### config.mk
export PLATFORM = sky130hd
export DESIGN_NAME = psdl_loader
export DESIGN_NICKNAME = d
export VERILOG_FILES = /design/src/inc/psdl_pkg.sv /design/src/hdl/psdl_loader.sv /design/src/hdl/psdl_sync.sv
export SDC_FILE = /design/constraint.sdc
export NUM_CORES = 1
export LEC_CHECK = 0
export ABC_AREA = 1
export BUFFER_PORTS_ARGS = -buffer_cell sky130_fd_sc_hd__buf_2
export CORE_MARGIN = 8
export CORE_UTILIZATION = 60
export CTS_BUF_LIST = sky130_fd_sc_hd__clkbuf_4 sky130_fd_sc_hd__clkbuf_8
export DETAILED_ROUTE_END_ITERATION = 8
export PLACE_DENSITY = 0.88
export SYNTH_ARGS = -nofsm -noshare
export SYNTH_HDL_FRONTEND = slang
export SYNTH_HIERARCHICAL = 1
export SYNTH_SLANG_ARGS = --single-unit
### constraint.sdc
create_clock -name clock -period 2.9 [get_ports clock]
set_clock_uncertainty 0.05 [all_clocks]
set_input_delay 0.29 -clock clock [delete_from_list [all_inputs] [get_ports clock]]
set_output_delay 0.29 -clock clock [all_outputs]
set_load 0.005 [all_outputs]
### src/inc/psdl_pkg.sv
// Constants, register map and field layout for the strap default loader.
// Assumes one 40 MHz clock and a word-indexed register port of 16-bit data.
// Overview of operation
// RULE1: The port 1 flow-control select strap gives the reset default of the manual select bit, and it idles at zero.
// RULE2: With that strap low, pause comes from negotiation and symmetric pause advertisement bit 10 defaults to one.
// RULE3: With that strap high, pause follows the port 1 transmit and receive enables and bit 10 defaults to zero.
// RULE4: While the port 2 crossover override bit is clear, the auto-crossover strap turns automatic crossover off when low and on when high.
// RULE5: While the override bit is set, the auto-crossover strap is ignored completely.
// RULE6: With auto-crossover strap low and override clear, the manual crossover strap picks MDI for 0 and MDIX for 1, idling at 0.
// RULE7: The port 2 negotiation strap gives the reset default of the negotiation enable bit, off when low, on when high, idling at one.
// RULE8: The negotiation strap also shapes the defaults of speed low bit, duplex, advert bits 6 and 5 and the 3-bit mode field.
// The loader gives speed low bit and duplex a default of one for either strap level.
// RULE9: Straps are captured once after reset release and loaded as defaults, and later software writes stand until the next reset.
package psdl_pkg;
    // Register indices
    localparam logic [3:0] REG_P1_FC = 4'h0;
    localparam logic [3:0] REG_P1_ADV = 4'h1;
    localparam logic [3:0] REG_P2_BASIC = 4'h2;
    localparam logic [3:0] REG_P2_ADV = 4'h3;
    localparam logic [3:0] REG_P2_SPC = 4'h4;
    localparam logic [3:0] REG_P2_MODES = 4'h5;
    localparam logic [3:0] REG_STATUS = 4'h6;
    // Field positions
    localparam int B_FC_MANUAL = 0;
    localparam int B_FC_TX = 1;
    localparam int B_FC_RX = 2;
    localparam int B_ADV_PAUSE = 10;
    localparam int B_ADV_10FD = 6;
    localparam int B_ADV_10HD = 5;
    localparam int B_BAS_AN = 12;
    localparam int B_BAS_SPEED = 13;
    localparam int B_BAS_DUPLEX = 8;
    localparam int B_SPC_OVR = 15;
    localparam int B_SPC_AUTO = 14;
    localparam int B_SPC_MDIX = 13;
    localparam int B_MODE_LO = 5;
    // Strap vector positions
    localparam int S_FC = 0;
    localparam int S_XAUTO = 1;
    localparam int S_XMAN = 2;
    localparam int S_AN = 3;
    localparam int NSTRAP = 4;
    // Idle strap values, used until capture
    localparam logic [3:0] STRAP_IDLE = 4'h8;
    // Mode field defaults
    localparam logic [2:0] MODE_AN = 3'h7;
    localparam logic [2:0] MODE_FIXED = 3'h3;
    localparam logic SPEED_FIXED = 1'h1;
    localparam logic DUPLEX_FIXED = 1'h1;
    // Cycles allowed for the pin synchronisers to fill after reset
    localparam logic [2:0] SETTLE_CYC = 3'h4;
    localparam logic [15:0] RD_NONE = 16'h0000;
    // Loader sequence
    typedef enum logic [1:0] {
        ST_SETTLE = 2'b00,
        ST_LOAD = 2'b01,
        ST_RUN = 2'b10
    } psdl_state_type;
endpackage

### src/hdl/psdl_loader.sv
// Strap default loader: captures strap pins after reset and seeds the PHY
// and flow-control registers. Assumes strap pins are static around reset.
`timescale 1ns/10ps
module psdl_loader
    import psdl_pkg::*;
(
    // Clock and reset
    input wire logic clock,
    input wire logic rst,
    // Strap pins
    input wire logic port1_flowctl_select_strap,
    input wire logic port2_auto_crossover_strap,
    input wire logic port2_manual_crossover_strap,
    input wire logic port2_negotiation_strap,
    // Negotiated pause result for port 1
    input wire logic an_tx_pause,
    input wire logic an_rx_pause,
    // Register port
    input wire logic [3:0] reg_addr,
    input wire logic [15:0] reg_wdata,
    input wire logic reg_wr,
    input wire logic reg_rd,
    output logic [15:0] reg_rdata,
    // Resolved configuration
    output logic straps_loaded,
    output logic port1_flowctl_manual_select,
    output logic port1_tx_pause_eff,
    output logic port1_rx_pause_eff,
    output logic port1_pause_advert,
    output logic port2_crossover_auto,
    output logic port2_mdix_select,
    output logic negotiation_enable_bit,
    output logic speed_select_low_bit,
    output logic duplex_select_bit,
    output logic port2_adv_10fd,
    output logic port2_adv_10hd,
    output logic [2:0] port2_phy_mode
);
    psdl_state_type st_r;
    psdl_state_type st_nxt;
    logic [2:0] cnt_r;
    logic [NSTRAP-1:0] strap_s;
    logic [NSTRAP-1:0] cap_r;
    logic [2:0] p1fc_r;
    logic p1adv_r;
    logic [2:0] p2bas_r;
    logic [1:0] p2adv_r;
    logic [2:0] p2spc_r;
    logic [2:0] p2mode_r;
    logic [15:0] rdata_r;
    logic [15:0] rd_mux;
    logic [12:0] out_r;
    logic [12:0] out_nxt;

    function automatic logic hit(input logic [3:0] a, input logic [3:0] idx);
        hit = (a == idx);
    endfunction

    psdl_sync u_sync (
        .clock(clock),
        .rst(rst),
        .pin_in({port2_negotiation_strap, port2_manual_crossover_strap,
                 port2_auto_crossover_strap, port1_flowctl_select_strap}),
        .level_out(strap_s)
    );

    // Decode
    wire load = (st_r == ST_LOAD);
    wire run = (st_r == ST_RUN);
    wire wr_fc = reg_wr && run && hit(reg_addr, REG_P1_FC);
    wire wr_adv1 = reg_wr && run && hit(reg_addr, REG_P1_ADV);
    wire wr_bas = reg_wr && run && hit(reg_addr, REG_P2_BASIC);
    wire wr_adv2 = reg_wr && run && hit(reg_addr, REG_P2_ADV);
    wire wr_spc = reg_wr && run && hit(reg_addr, REG_P2_SPC);
    wire wr_mode = reg_wr && run && hit(reg_addr, REG_P2_MODES);
    wire an_s = strap_s[S_AN];

    // Crossover resolution; strap is blind while override is set
    wire ovr = p2spc_r[2];
    wire x_auto = ovr ? p2spc_r[1] : cap_r[S_XAUTO]; // RULE4 RULE5
    wire x_mdix = ovr ? p2spc_r[0] : cap_r[S_XMAN]; // RULE6
    // Manual select picks the enable bits, else negotiation result
    wire p1_man = p1fc_r[0];
    wire tx_eff = p1_man ? p1fc_r[1] : an_tx_pause; // RULE2 RULE3
    wire rx_eff = p1_man ? p1fc_r[2] : an_rx_pause; // RULE2 RULE3

    // Loader sequence: wait for the synchronisers, load once, then run
    always_comb
    begin
        st_nxt = st_r;
        case (st_r)
            ST_SETTLE: st_nxt = (cnt_r == SETTLE_CYC) ? ST_LOAD : ST_SETTLE;
            ST_LOAD: st_nxt = ST_RUN; // RULE9
            ST_RUN: st_nxt = ST_RUN;
            default: st_nxt = ST_SETTLE;
        endcase
    end

    always_ff @(posedge clock or posedge rst)
    begin
        if (rst)
        begin
            st_r <= ST_SETTLE;
            cnt_r <= 3'h0;
        end
        else
        begin
            st_r <= st_nxt;
            cnt_r <= (st_r == ST_SETTLE) ? cnt_r + 3'h1 : cnt_r;
        end
    end

    // Strap snapshot, taken after release rather than at the reset edge
    always_ff @(posedge clock or posedge rst)
    begin
        if (rst)
            cap_r <= STRAP_IDLE;
        else if (load)
            cap_r <= strap_s; // RULE9
    end

    // Port 1 flow control and advertisement
    always_ff @(posedge clock or posedge rst)
    begin
        if (rst)
        begin
            p1fc_r <= 3'h0;
            p1adv_r <= 1'h1;
        end
        else if (load)
        begin
            p1fc_r[0] <= strap_s[S_FC]; // RULE1
            p1adv_r <= !strap_s[S_FC]; // RULE2 RULE3
        end
        else
        begin
            if (wr_fc)
                p1fc_r <= {reg_wdata[B_FC_RX], reg_wdata[B_FC_TX], reg_wdata[B_FC_MANUAL]};
            if (wr_adv1)
                p1adv_r <= reg_wdata[B_ADV_PAUSE];
        end
    end

    // Port 2 basic control, advertisement and mode: negotiation-driven
    always_ff @(posedge clock or posedge rst)
    begin
        if (rst)
        begin
            p2bas_r <= {1'h1, 1'h1, 1'h1};
            p2adv_r <= 2'h3;
            p2mode_r <= MODE_AN;
        end
        else if (load)
        begin
            p2bas_r[2] <= an_s; // RULE7
            p2bas_r[1:0] <= an_s ? 2'h3 : {SPEED_FIXED, DUPLEX_FIXED}; // RULE8
            p2adv_r <= an_s ? 2'h3 : 2'h0; // RULE8
            p2mode_r <= an_s ? MODE_AN : MODE_FIXED; // RULE8
        end
        else
        begin
            if (wr_bas)
                p2bas_r <= {reg_wdata[B_BAS_AN], reg_wdata[B_BAS_SPEED], reg_wdata[B_BAS_DUPLEX]};
            if (wr_adv2)
                p2adv_r <= {reg_wdata[B_ADV_10FD], reg_wdata[B_ADV_10HD]};
            if (wr_mode)
                p2mode_r <= reg_wdata[B_MODE_LO +: 3];
        end
    end

    // Crossover control is software only; override defaults clear
    always_ff @(posedge clock or posedge rst)
    begin
        if (rst)
            p2spc_r <= 3'h0;
        else if (wr_spc)
            p2spc_r <= {reg_wdata[B_SPC_OVR], reg_wdata[B_SPC_AUTO], reg_wdata[B_SPC_MDIX]};
    end

    // Read mux; unmapped indices read zero
    always_comb
    begin
        rd_mux = RD_NONE;
        case (reg_addr)
            REG_P1_FC:
            begin
                rd_mux[B_FC_RX] = p1fc_r[2];
                rd_mux[B_FC_TX] = p1fc_r[1];
                rd_mux[B_FC_MANUAL] = p1fc_r[0];
            end
            REG_P1_ADV: rd_mux[B_ADV_PAUSE] = p1adv_r;
            REG_P2_BASIC:
            begin
                rd_mux[B_BAS_AN] = p2bas_r[2];
                rd_mux[B_BAS_SPEED] = p2bas_r[1];
                rd_mux[B_BAS_DUPLEX] = p2bas_r[0];
            end
            REG_P2_ADV:
            begin
                rd_mux[B_ADV_10FD] = p2adv_r[1];
                rd_mux[B_ADV_10HD] = p2adv_r[0];
            end
            REG_P2_SPC: rd_mux[B_SPC_OVR -: 3] = p2spc_r;
            REG_P2_MODES: rd_mux[B_MODE_LO +: 3] = p2mode_r;
            REG_STATUS: rd_mux[8:0] = {rx_eff, tx_eff, x_mdix, x_auto, cap_r, run};
            default: rd_mux = RD_NONE;
        endcase
    end

    // Read data stands only in the cycle after the strobe
    always_ff @(posedge clock or posedge rst)
    begin
        if (rst)
            rdata_r <= RD_NONE;
        else
            rdata_r <= reg_rd ? rd_mux : RD_NONE;
    end

    // Every output is registered, one cycle behind its source
    assign out_nxt = {run, p1_man, tx_eff, rx_eff, p1adv_r, x_auto, x_mdix,
                      p2bas_r, p2adv_r, 1'h0};
    always_ff @(posedge clock or posedge rst)
    begin
        if (rst)
            out_r <= 13'h0;
        else
            out_r <= out_nxt;
    end

    always_ff @(posedge clock or posedge rst)
    begin
        if (rst)
            port2_phy_mode <= MODE_AN;
        else
            port2_phy_mode <= p2mode_r;
    end

    assign reg_rdata = rdata_r;
    assign straps_loaded = out_r[12];
    assign port1_flowctl_manual_select = out_r[11];
    assign port1_tx_pause_eff = out_r[10];
    assign port1_rx_pause_eff = out_r[9];
    assign port1_pause_advert = out_r[8];
    assign port2_crossover_auto = out_r[7];
    assign port2_mdix_select = out_r[6];
    assign negotiation_enable_bit = out_r[5];
    assign speed_select_low_bit = out_r[4];
    assign duplex_select_bit = out_r[3];
    assign port2_adv_10fd = out_r[2];
    assign port2_adv_10hd = out_r[1];
endmodule

### src/hdl/psdl_sync.sv
// Three-stage pin synchroniser for a group of strap levels.
// Assumes inputs are asynchronous to clock; output moves once stages 2 and 3 agree.
`timescale 1ns/10ps
module psdl_sync
    import psdl_pkg::*;
(
    // Clock and reset
    input wire logic clock,
    input wire logic rst,
    // Raw pins and filtered levels
    input wire logic [NSTRAP-1:0] pin_in,
    output logic [NSTRAP-1:0] level_out
);
    logic [NSTRAP-1:0] s1_r;
    logic [NSTRAP-1:0] s2_r;
    logic [NSTRAP-1:0] s3_r;
    logic [NSTRAP-1:0] lvl_r;
    logic [NSTRAP-1:0] lvl_nxt;

    // Take a bit only when the last two stages agree
    assign lvl_nxt = (s2_r & s3_r) | (lvl_r & (s2_r | s3_r));
    assign level_out = lvl_r;

    // Stage 1 feeds only stage 2
    always_ff @(posedge clock or posedge rst)
    begin
        if (rst)
        begin
            s1_r <= STRAP_IDLE;
            s2_r <= STRAP_IDLE;
            s3_r <= STRAP_IDLE;
            lvl_r <= STRAP_IDLE;
        end
        else
        begin
            s1_r <= pin_in;
            s2_r <= s1_r;
            s3_r <= s2_r;
            lvl_r <= lvl_nxt;
        end
    end
endmodule

# Word level (Yosys, flattened, before mapping)
# Index checks and enable logic that the tools add are counted.
classes:
  addsub: 1
  eq_ne: 9
  n_mux: 28
  bitwise_logic: 5
  n_reduce_logical: 17
ops:
  columns: ["cell", "count"]
  rows:
  - ["$mux 16", 1]
  - ["$mux 3", 5]
  - ["$eq 4x3->1 const B", 3]
  - ["$mux 1", 11]
  - ["$mux 2", 5]
  - ["$reduce_bool 2->1", 5]
  - ["$and 4x4->4", 2]
  - ["$eq 4x2->1 const B", 2]
  - ["$or 4x4->4", 2]
  - ["$logic_and 1x1->1", 7]
  - ["$pmux 1 s2", 3]
  - ["$pmux 2 s3", 1]
  - ["$pmux 3 s2", 1]
  - ["$eq 4x1->1 const B", 1]
  - ["$logic_not 4->1", 1]
  - ["$pmux 2 s2", 1]
  - ["$add 3x1->3 const B", 1]
  - ["$eq 3x3->1 const B", 1]
  - ["$eq 2x1->1 const B", 1]
  - ["$eq 2x2->1 const B", 1]
  - ["$logic_not 2->1", 1]
  - ["$reduce_and 2->1", 1]
  - ["$reduce_or 2->1", 1]
  - ["$logic_not 1->1", 1]
  - ["$not 1->1", 1]
word_totals:
  regBits: 71
  out_inout_bits: 31
  wordCells: 77

# Logic depth before layout (Yosys ltp)
# Gate-level depths: netlist of the first run.
logic_depth:
  ltp_word: 5
  depth_mapped: 9
  depth_no_buf: 9

# Hierarchy
# Netlist of the first run, hierarchy kept.
modules_own_cells:
  columns: ["module", "n_inst", "cells_each", "area_per_inst_um2", "seq_area_each_um2"]
  rows:
  - ["psdl_loader", 1, 232, 2252.2, 1342.5]
  - ["psdl_sync", 1, 33, 474.2, 405.4]

# Worst setup path after synthesis of the first run
# No wires, ideal clock.
synth_timing:
  path_kind: "flip-flop to flip-flop"
  start: "register st_r[0]"
  end: "register p1fc_r[1]"
  setup_ps: 116
  t_arrival_ps: 1203
  required_ps: 2734
  setup_slack_ps: 1530
  path_stages_with_launch: 10
  n_path_buf: 0
  synth_period_minus_slack_ps: 1370
  cell_sequence: "dfrtp_1 inv_1 ha_1 nand2_1 inv_2 nand3_2 nor2_2 inv_2 nand2_1 nand2_1"
synth_between:
  elab_chain_len: 4
  word_cells_on_any_way: 6
  cone_classes: "eq/ne (2); bitwise (1); reduce/logical (3)"
synth_rtl:
  columns: ["item", "line", "source"]
  rows:
  - ["from (decl)", "psdl_loader.sv:39", "psdl_state_type st_r;"]
  - ["from (signal assigned)", "psdl_loader.sv:108", "st_r <= st_nxt;"]
  - ["$eq 2x2->1", "psdl_loader.sv:69", "wire run = (st_r == ST_RUN);"]
  - ["via run", "psdl_loader.sv:69", null]
  - ["$logic_and 1x1->1 (2 in series)", "psdl_loader.sv:70", "wire wr_fc = reg_wr && run && hit(reg_addr, REG_P1_FC);"]
  - ["$reduce_and 2->1 (no source line)", null, null]
  - ["to (signal assigned)", "psdl_loader.sv:138", "p1fc_r <= {reg_wdata[B_FC_RX], reg_wdata[B_FC_TX], reg_wdata[B_FC_MANUAL]};"]
  - ["to (decl)", "psdl_loader.sv:44", "logic [2:0] p1fc_r;"]
# The timed path passes the listed nets, and every way through them passes these cells.
# A chain may end at the register's enable or synchronous reset.

# Worst setup path after layout of the first run
layout_timing:
  start: "register st_r[1]"
  end: "register p1fc_r[0]"
layout_between:
  elab_chain_len: 4
  word_cells_on_any_way: 6
  cone_classes: "eq/ne (2); mux (1); reduce/logical (3)"
layout_rtl:
  columns: ["item", "line", "source"]
  rows:
  - ["$eq 2x2->1", "psdl_loader.sv:69", null]
  - ["$logic_and 1x1->1 (2 in series)", "psdl_loader.sv:70", null]
  - ["$reduce_bool 2->1 (no source line)", null, null]
  - ["to (signal assigned)", "psdl_loader.sv:132", "p1fc_r[0] <= strap_s[S_FC];"]
  - ["to (signal assigned)", "psdl_loader.sv:138", null]
# Several ways; a longest one is shown, not always the timed one.

==> impl_metrics.yaml, run 1 <==
yosys:
  ys_ff_latch: 69
  synth_top_area_share_pct: 47.7
  synth_top_cell_by_area: "dfrtp_1"
  syn_area_um2: 2730
  avgSynthCellArea_um2: 10.3
  seq_area_frac_synth_pct: 64.1
  syn-instance-count: 265
  ys.warnings.count: 6
  synth.area.top_cells: "dfrtp_1 48%, dfstp_2 16%, nand2_1 9.9%, nand3_1 5.0%, inv_1 3.2%"
  synth_cell_types: 26
critical_path:
  cp_max_fo: 21
  ff2ff_path_depth: 7
  cp.arrival_ps: 1900
  cpPeakStageDelay_ps: 470
  path_class: "flip-flop to flip-flop"
  crit_slowest_cell: "ha_1"
  start_kind: "flip-flop"
  crit_required_ps: 3080
  cp_common_cell: "nand2_1"
  critPathCaptureType: "flip-flop"
  cp_cell_sequence: "inv_1 > ha_1 > inv_2 > nand2_1 > nand2_1 > o21ai_1 > nand2_1"
finish:
  final_cell_mix: "72 x nand2_1, 54 x buf_2, 52 x dfrtp_1"
  n_fill_cell: 281
  layout.cells.most_common: "nand2_1"
  diodes: 0
  utilization_pct: 75.9
  fin_nets: 364
  drive_above_1_share_pct: 33.5
  syn2layout_area_growth_pct: 21.2
grt:
  overflow: 0
  grt_pass1_wl_mm: 8.91
  grt_util_all_layers_pct: 16.2
  antenna_found_initial: 0
  grt_max_degree: 54
  grt_pass1_vias: 1928
clocking:
  h-tree-depth: 3
  cts_tree: "done"
  cts-resized-gates: 0
  cts_root_buf: "clkbuf_8"
  clk_latency_ps: 340
  path_clk_slew_ps: 70
  post_cts_buffers: 0
  clock-sinks: 69
  cts_buffers: 9
  cts_max_path_buffers: 2
pwr:
  p_leak_nw: 1.72
  vdd.ir_drop.worst_uv: 492
  power_density_nw_per_um2: 688
  report.power.total_w: 0.00227
drt:
  first_pass_iters: 4
  route.vias.total: 1971
  wire_per_inst_um: 14.4
  vias_per_cell: 5.11
  routed_wl_mm: 5.55
  ant_nets: 0
  drtIter0Drc: 180
  drc_errors: 0
sta:
  slew_viol_final: 0
  setup-violations-final: 0
  timing_worst_slew_pin_value_ps: 1050
  finalCritPeriodShare_pct: 59.3
  max_freq_mhz: 581
  finalHoldViolations: 0
  relSlewSlack_pct: 29.8
  timing.final.crit_period_ps: 1720
  final.setup.tns_ps: 0
  hold-worst-slack_ps: 101
  layout_setup_ws_ps: 1180
  grt_setup_unrepaired: "false"
worst_hold_path:
  hold_class: "input pin to flip-flop"
  min_path_cells: 3
floorplan:
  rows: 24
  dieHeight_um: 83.4
  ioPinCount: 61
  die_x_um: 83.4
  initial_utilization_pct: 62.6
  die-area_um2: 6960
  coreArea_um2: 4350
placed_design:
  detailedPlace.worstSlack_ps: 1150
  gpl.final_weighted_congestion: 0.790
  port_buffers: 54
  dpl.hpwl_mm: 3.97
status:
  outcome: "finished, final reports clean"
job:
  cap_violations: 0
-- power breakdown --
group / switching [W] / internal [W]
clock: 0.000336 / 0.000538
sequential: 0.0000632 / 0.00111
combinational: 0.000135 / 0.0000949
total: 0.000534 / 0.00174
-- cell usage after synthesis --
master     n
nand2_2    4
xor2_1     2
clkbuf_1   2
conb_1     1
inv_2      7
and3_1     1
inv_1     23
o21a_1     1
nand2_1   72
nor3_2     2
o21ai_1    6
ha_1       5
nor3_1     2
nor2_1     7
a21oi_1   10
dfstp_2   17
nand3_4    1
nor2_2     1
nand3_2    2
clkinv_1   1
o21ai_0    7
nand3_1   27
buf_2      2
nor2_4     7
buf_4      3
dfrtp_1   52
-- cell type report --
type	instances	area (µm²)	area share [%]
Sequential cell	69	1750	52.9
Clock inverter	4	70.1	2.12
Multi-Input combinational cell	159	826	25.0
Tap cell	52	65.1	1.97
Clock buffer	12	159	4.81
Inverter	31	116	3.52
Timing Repair Buffer	59	320	9.69
-- kinds of logic (layout without fill, tap and decap cells) --
family,Yosys count,after routing,synth area share (%)
simple gates,126,126,22.6
flops,69,69,64.1
buf+inv,38,106,5.74
compound gates,24,24,4.50
fa+ha+maj,5,5,2.29
xor+xnor,2,2,0.643
other cells,1,2,0.138
-- worst max-delay path: cells and delay by family (launching register included) --
kind | cells | cell delay, ps
fa+ha+maj | 1 | 470
flops | 1 | 390
buf+inv | 2 | 370
simple gates | 3 | 260
compound gates | 1 | 70
-- flip-flops by register name, summed over array words and instances (netlist names), 3 cells and up --
signal and flops:
p2mode_r 3, cnt_r 3, p2spc_r 3, cap_r 4, p2bas_r 3, u_sync/s3_r 4
p1fc_r 3, port2_phy_mode 3, out_r 12, u_sync/s2_r 4, u_sync/level_out 4, u_sync/s1_r 4
reg_rdata 14
-- metrics by stage --
step,std cells,area (µm²)
2_1_floorplan,266,2730
3_3_place_gp,365,3030
3_5_place_dp,365,3030
4_1_cts,386,3300
5_1_grt,386,3300
6_report,386,3300
-- routing by layer --
layer  global-route usage, %  routed length, µm
met5                       0                  0
met2                    26.7               2750
met1                    17.2               2200
met4                    7.22                114
met3                    7.71                492
-- path summary, 6_finish.rpt --
check / end / start / slack, ps
min in group asynchronous: u_sync/level_out[2] / rst / 500
worst max register to register: p1fc_r[0] / st_r[1] / 1180
worst min-delay path: p1fc_r[2] / reg_wdata[2] / 100
worst min register to register: u_sync/s2_r[2] / u_sync/s1_r[2] / 300
max in group asynchronous: out_r[12] / rst / 1440
worst max-delay path: p1fc_r[0] / st_r[1] / 1180
-- timing repair --
| action | in CTS | in global routing |
|---|---|---|
| endpoints found under the setup margin | 0 | 0 |
| hold buffers | 5 | 0 |
| hold endpoints to repair | 16 | 0 |
Power figures use the tool's default switching activity.
==> run 2, diff against run 1 <==
CORE_UTILIZATION = 55   (was 60)
PLACE_DENSITY = 0.82   (was 0.88)
clock period = 1.7 ns   (was 2.9 ns; I/O delays follow)
==> impl_metrics.yaml, run 2 (synthesized netlist as in run 1, its figures left out) <==
critical_path:
  cpPeakStageDelay_ps: 380
  crit_slowest_cell: "dfrtp_1"
  cp_max_fo: 5
  cp_common_cell: "nand2_1"
  ff2ff_path_depth: 9
  path_class: "flip-flop to flip-flop"
  cp.arrival_ps: 1640
  cp.depth: 9
  crit_required_ps: 1870
  rr_startpoint: "st_r[0]"
  path_delay_family: "simple AND/OR/NAND/NOR gates"
  rr_endpoint: "p1fc_r[2]"
  critPathCaptureType: "flip-flop"
  cp-endpoint: "p1fc_r[2]"
  rrSetupSlack_ps: 220
  path_buf_inv: 3
  cp_cell_sequence: "inv_1 > ha_1 > nand2_1 > inv_2 > nand3_2 > nor2_2 > inv_2 > nand2_1 > nand2_1"
  start_kind: "flip-flop"
  cp-startpoint: "st_r[0]"
drt:
  route.vias.total: 1979
  first_pass_iters: 4
  vias_per_cell: 4.89
  drtIter0Drc: 115
  drc_errors: 0
  wire_per_inst_um: 13.7
  ant_nets: 0
  routed_wl_mm: 5.53
finish:
  layout.cells.most_common: "nand2_1"
  diodes: 0
  n_fill_cell: 364
  drive_above_1_share_pct: 34.0
  final_cell_mix: "72 x nand2_1, 54 x buf_2, 52 x dfrtp_1"
  fin_nets: 368
  final-instance-count-excl-fill: 405
  syn2layout_area_growth_pct: 21.7
  largest_reg_flops: 14
  utilization_pct: 69.8
clocking:
  path_clk_slew_ps: 70
  h-tree-depth: 3
  cts-resized-gates: 0
  clock-sinks: 69
  cts_max_path_buffers: 2
  cts_tree: "done"
  clk_latency_ps: 320
  cts_root_buf: "clkbuf_8"
  cts_buffers: 9
placed_design:
  detailedPlace.worstSlack_ps: 244
  dpl.hpwl_mm: 3.95
  port_buffers: 54
  gpl.final_weighted_congestion: 0.809
  dp_cells: 383
sta:
  finalHoldViolations: 0
  timing_worst_slew_pin_value_ps: 585
  relSlewSlack_pct: 61.0
  hold-worst-slack_ps: 3.70
  layout_setup_ws_ps: 225
  max_freq_mhz: 678
  finalCritPeriodShare_pct: 86.8
  final.setup.tns_ps: 0
  setup-violations-final: 0
  grt_setup_unrepaired: "false"
  slew_viol_final: 0
  timing.final.crit_period_ps: 1480
grt:
  grt_util_all_layers_pct: 15.5
  overflow: 0
  top_usage_layer: "met2"
  grt_pass1_vias: 1926
  met2_usage_pct: 25.1
  met1_usage_pct: 18.3
  antenna_found_initial: 0
  grt_max_degree: 54
  grt_pass1_wl_mm: 9.00
  grt_use_met3_pct: 4.63
job:
  cap_violations: 0
floorplan:
  initial_utilization_pct: 57.3
  rows: 25
  dieHeight_um: 86.4
  coreArea_um2: 4750
  die_x_um: 86.4
  die-area_um2: 7470
  ioPinCount: 61
pwr:
  p_leak_nw: 1.72
  vdd.ir_drop.worst_uv: 759
  power_density_nw_per_um2: 1080
worst_hold_path:
  hold_class: "input pin to flip-flop"
status:
  outcome: "finished, final reports clean"
run 2: what timing repair did:
action                    CTS  global route
buffers inserted            0             0
hold buffers                6             0
hold endpoints to repair   57             0
run 2: worst min path at each step:
stage                 start             endpoint  cells after the start
4_1_cts        reg_wdata[1]            p1fc_r[1]                      3
5_1_grt        reg_wdata[1]            p1fc_r[1]                      3
2_1_floorplan           rst  u_sync/level_out[0]                      1
6_report       reg_wdata[1]            p1fc_r[1]                      3
3_3_place_gp            rst             cnt_r[0]                      3
3_5_place_dp            rst            p1fc_r[1]                      3
run 2: power breakdown:
| group | total [W] | leakage (nW) | internal (W) | switching, W |
|---|---|---|---|---|
| clock | 0.00119 | 0.0981 | 0.000632 | 0.000559 |
| sequential | 0.00200 | 0.822 | 0.00189 | 0.000110 |
| combinational | 0.000401 | 0.801 | 0.000170 | 0.000231 |
run 2: worst register-to-register path, delay by kind of cell (launching register included):
family / cells / cell delay (ps)
adders and majority gates: 1 / 200
DFF: 1 / 380
buffers and inverters: 3 / 270
and+or+nand+nor: 5 / 470
run 2: per-stage QoR:
step                total power, W  instance area [µm²]
floorplan                  0.00221                 2730
global placement           0.00239                 3080
global route               0.00375                 3320
CTS                        0.00360                 3320
finish                     0.00359                 3320
detailed placement         0.00241                 3080
run 2: area by class of cell:
cell class	instances	area [µm²]	area share [%]
sequential	69	1750	52.7
multi-input combinational	159	826	24.9
timing repair buffer	63	365	11.0
clock buffer	14	168	5.05
inverter	31	116	3.51
tap	67	83.8	2.53
clock inverter	2	10.0	0.302
run 2: metal layers:
layer	share of wire, %	routed length, µm
met1	44	2420
met2	48	2670
met3	6.9	380
met4	1.0	58
met5	0	0
==> run 3, diff against run 2 <==
ABC_AREA = 0   (was 1)
CORE_MARGIN = 4   (was 8)
CORE_UTILIZATION = 53   (was 55)
CTS_BUF_LIST = sky130_fd_sc_hd__clkbuf_16   (was sky130_fd_sc_hd__clkbuf_4 sky130_fd_sc_hd__clkbuf_8)
PLACE_DENSITY = 0.8   (was 0.82)
==> impl_metrics.yaml, run 3 <==
status:
  outcome: "finished, final reports clean"
critical_path:
  path_delay_family: "simple AND/OR/NAND/NOR gates"
  cp.arrival_ps: 1760
  rr_startpoint: "st_r[0]"
  rrSetupSlack_ps: 100
  critPathCaptureType: "flip-flop"
  cp_max_fo: 6
  ff2ff_path_depth: 5
  path_class: "flip-flop to flip-flop"
  cp.depth: 5
  path_buf_inv: 1
  cp-startpoint: "st_r[0]"
  crit_required_ps: 1860
  crit_slowest_cell: "dfrtp_1"
  start_kind: "flip-flop"
  cp_cell_sequence: "inv_2 > ha_4 > nand3b_1 > nor4_4 > mux2_2"
  cpPeakStageDelay_ps: 390
  rr_endpoint: "p1fc_r[2]"
  cp-endpoint: "p1fc_r[2]"
yosys:
  synth_edf_count: 0
  seq_area_frac_synth_pct: 65.6
  syn_area_um2: 2670
  yosys.area_share.xor_xnor_pct: 0.986
  synth_fa_ha_area_share_pct: 4.04
  syn-instance-count: 201
  synth_cell_types: 40
  synth-compound-area-share_pct: 7.32
  ys.flop_type: "dfrtp_1"
  synth_top_area_share_pct: 48.8
  postSynth.asyncResetShare_pct: 100
  synth_mux_area_share_pct: 5.49
  synth_common_cells: "52 x dfrtp_1, 17 x dfstp_2, 13 x mux2_2, 11 x nand3_1, 11 x o21ai_0"
  synth_top_family_by_area: "simple AND/OR/NAND/NOR gates"
  ys.warnings.count: 6
  synth_top_cell_by_area: "dfrtp_1"
  synth.area.top_cells: "dfrtp_1 49%, dfstp_2 17%, mux2_2 5.5%, ha_1 2.3%, nand3_1 2.1%"
  yosysMostFrequentCell: "dfrtp_1"
  avgSynthCellArea_um2: 13.3
  ys_ff_latch: 69
  yosys.area_share.simple_pct: 13.7
grt:
  antenna_found_initial: 0
  grt_pass1_wl_mm: 8.80
  overflow: 0
  grt_max_degree: 54
  grt_util_all_layers_pct: 19.0
  grt_pass1_vias: 1847
placed_design:
  dp_cells: 322
  detailedPlace.worstSlack_ps: 51.2
  place_area_um2: 3040
  port_buffers: 54
  gpl.final_weighted_congestion: 0.856
  dpl.hpwl_mm: 3.75
clocking:
  cts_buffers: 9
  path_clk_slew_ps: 50
  cts_max_path_buffers: 2
  clock-sinks: 69
  cts_root_buf: "clkbuf_16"
  h-tree-depth: 3
  clk_latency_ps: 320
  cts_tree: "done"
pwr:
  power_density_nw_per_um2: 1170
  p_leak_nw: 1.62
  p_int_w: 0.00305
  swShare_pct: 22.9
  power_frac_comb_pct: 10.6
  p_clk_share_pct: 39.0
  pwr-share-seq_pct: 50.4
  p_sw_w: 0.000907
  vdd.ir_drop.worst_uv: 804
sta:
  hold-worst-slack_ps: 28.2
  final.setup.tns_ps: 0
  layout_setup_ws_ps: 96.9
  slew_viol_final: 0
  timing_worst_slew_pin_value_ps: 558
  grt_setup_unrepaired: "false"
  relSlewSlack_pct: 62.7
  setup-violations-final: 0
  finalCritPeriodShare_pct: 94.3
  finalHoldViolations: 0
  timing.final.crit_period_ps: 1600
  max_freq_mhz: 624
floorplan:
  rows: 25
  die_x_um: 78.9
  coreArea_um2: 4790
  die-area_um2: 6230
  ioPinCount: 61
  initial_utilization_pct: 55.7
  dieHeight_um: 78.9
drt:
  first_pass_iters: 4
  ant_nets: 0
  drc_errors: 0
  drtIter0Drc: 171
  routed_wl_mm: 5.44
  vias_per_cell: 5.35
  route.vias.total: 1847
  wire_per_inst_um: 15.8
finish:
  design_area_um2: 3380
  drive_above_1_share_pct: 41.4
  layout.cells.most_common: "buf_2"
  final-instance-count-excl-fill: 345
  syn2layout_area_growth_pct: 26.7
  diodes: 0
  largest_reg_flops: 14
  final_cell_mix: "54 x buf_2, 52 x dfrtp_1, 17 x dfstp_2"
  fin_nets: 308
job:
  cap_violations: 0
worst_hold_path:
  hold_class: "input pin to flip-flop"
[run 3: cell count changes in the layout (fill, tap and decap cells not counted), sizes merged, moves of 6 or more]
cell,before,now
nor2,15,7
nand3,30,12
buf,57,63
inv,30,11
nand2,76,9
mux2,0,13
and3b,0,6
[run 3: kinds of logic after synthesis]
group,after synthesis
buffers and inverters,16
flip-flops,69
multiplexers,13
AO/OA/AOI/OAI,32
adder cells (fa/ha/maj),9
other,1
XOR/XNOR,3
AND/OR/NAND/NOR,58
[run 3: timing repair]
action | in CTS | in global routing
gates resized for setup | 0 | 3
setup buffers | 0 | 2
setup endpoints to repair | 0 | 2
endpoints found under the hold margin | 56 | 0
hold buffers | 5 | 0
[run 3: routing by layer]
metal / routed length, µm / vias to the layer above / part of all wire (%) / global-route usage, %
li1: - / 857 / - / -
met1: 2240 / 891 / 41 / 23.6
met2: 2660 / 84 / 49 / 29.6
met3: 376 / 15 / 6.9 / 4.65
met4: 157 / 0 / 2.9 / 12.4
met5: 0 / - / 0 / 0
[run 3: area by class of cell]
type / count / area, µm²
sequential: 69 / 1750
fill: 351 / 1410
multi-input combinational: 117 / 860
timing repair buffer: 68 / 400
clock buffer: 9 / 225
tap: 67 / 83.8
inverter: 8 / 30.0
clock inverter: 7 / 28.8
[run 3: per-stage QoR]
stage / total power [W] / util (%)
after floorplan: 0.00222 / -
after global placement: 0.00241 / 63.6
after detailed placement: 0.00242 / 63.6
after CTS: 0.00400 / 70.0
after global routing: 0.00413 / 70.5
final: 0.00396 / 70.5
[run 3: power by group through the flow]
stage          Clock, W  Combinational, W  Sequential [W]
6_report        0.00154          0.000420         0.00200
5_1_grt         0.00165          0.000459         0.00202
4_1_cts         0.00158          0.000417         0.00200
3_5_place_dp          0          0.000403         0.00202
3_3_place_gp          0          0.000395         0.00201
2_1_floorplan         0          0.000218         0.00200
[run 3: how the worst min path moves through the flow]
stage,cells after the start,slack [ps],startpoint,end
floorplan,1,30,rst,u_sync/level_out[0]
global placement,3,190,rst,reg_rdata[4]
detailed placement,3,200,rst,reg_rdata[4]
CTS,2,20,reg_wdata[1],p1fc_r[1]
global route,2,20,reg_wdata[1],p1fc_r[1]
finish,2,30,reg_wdata[1],p1fc_r[1]
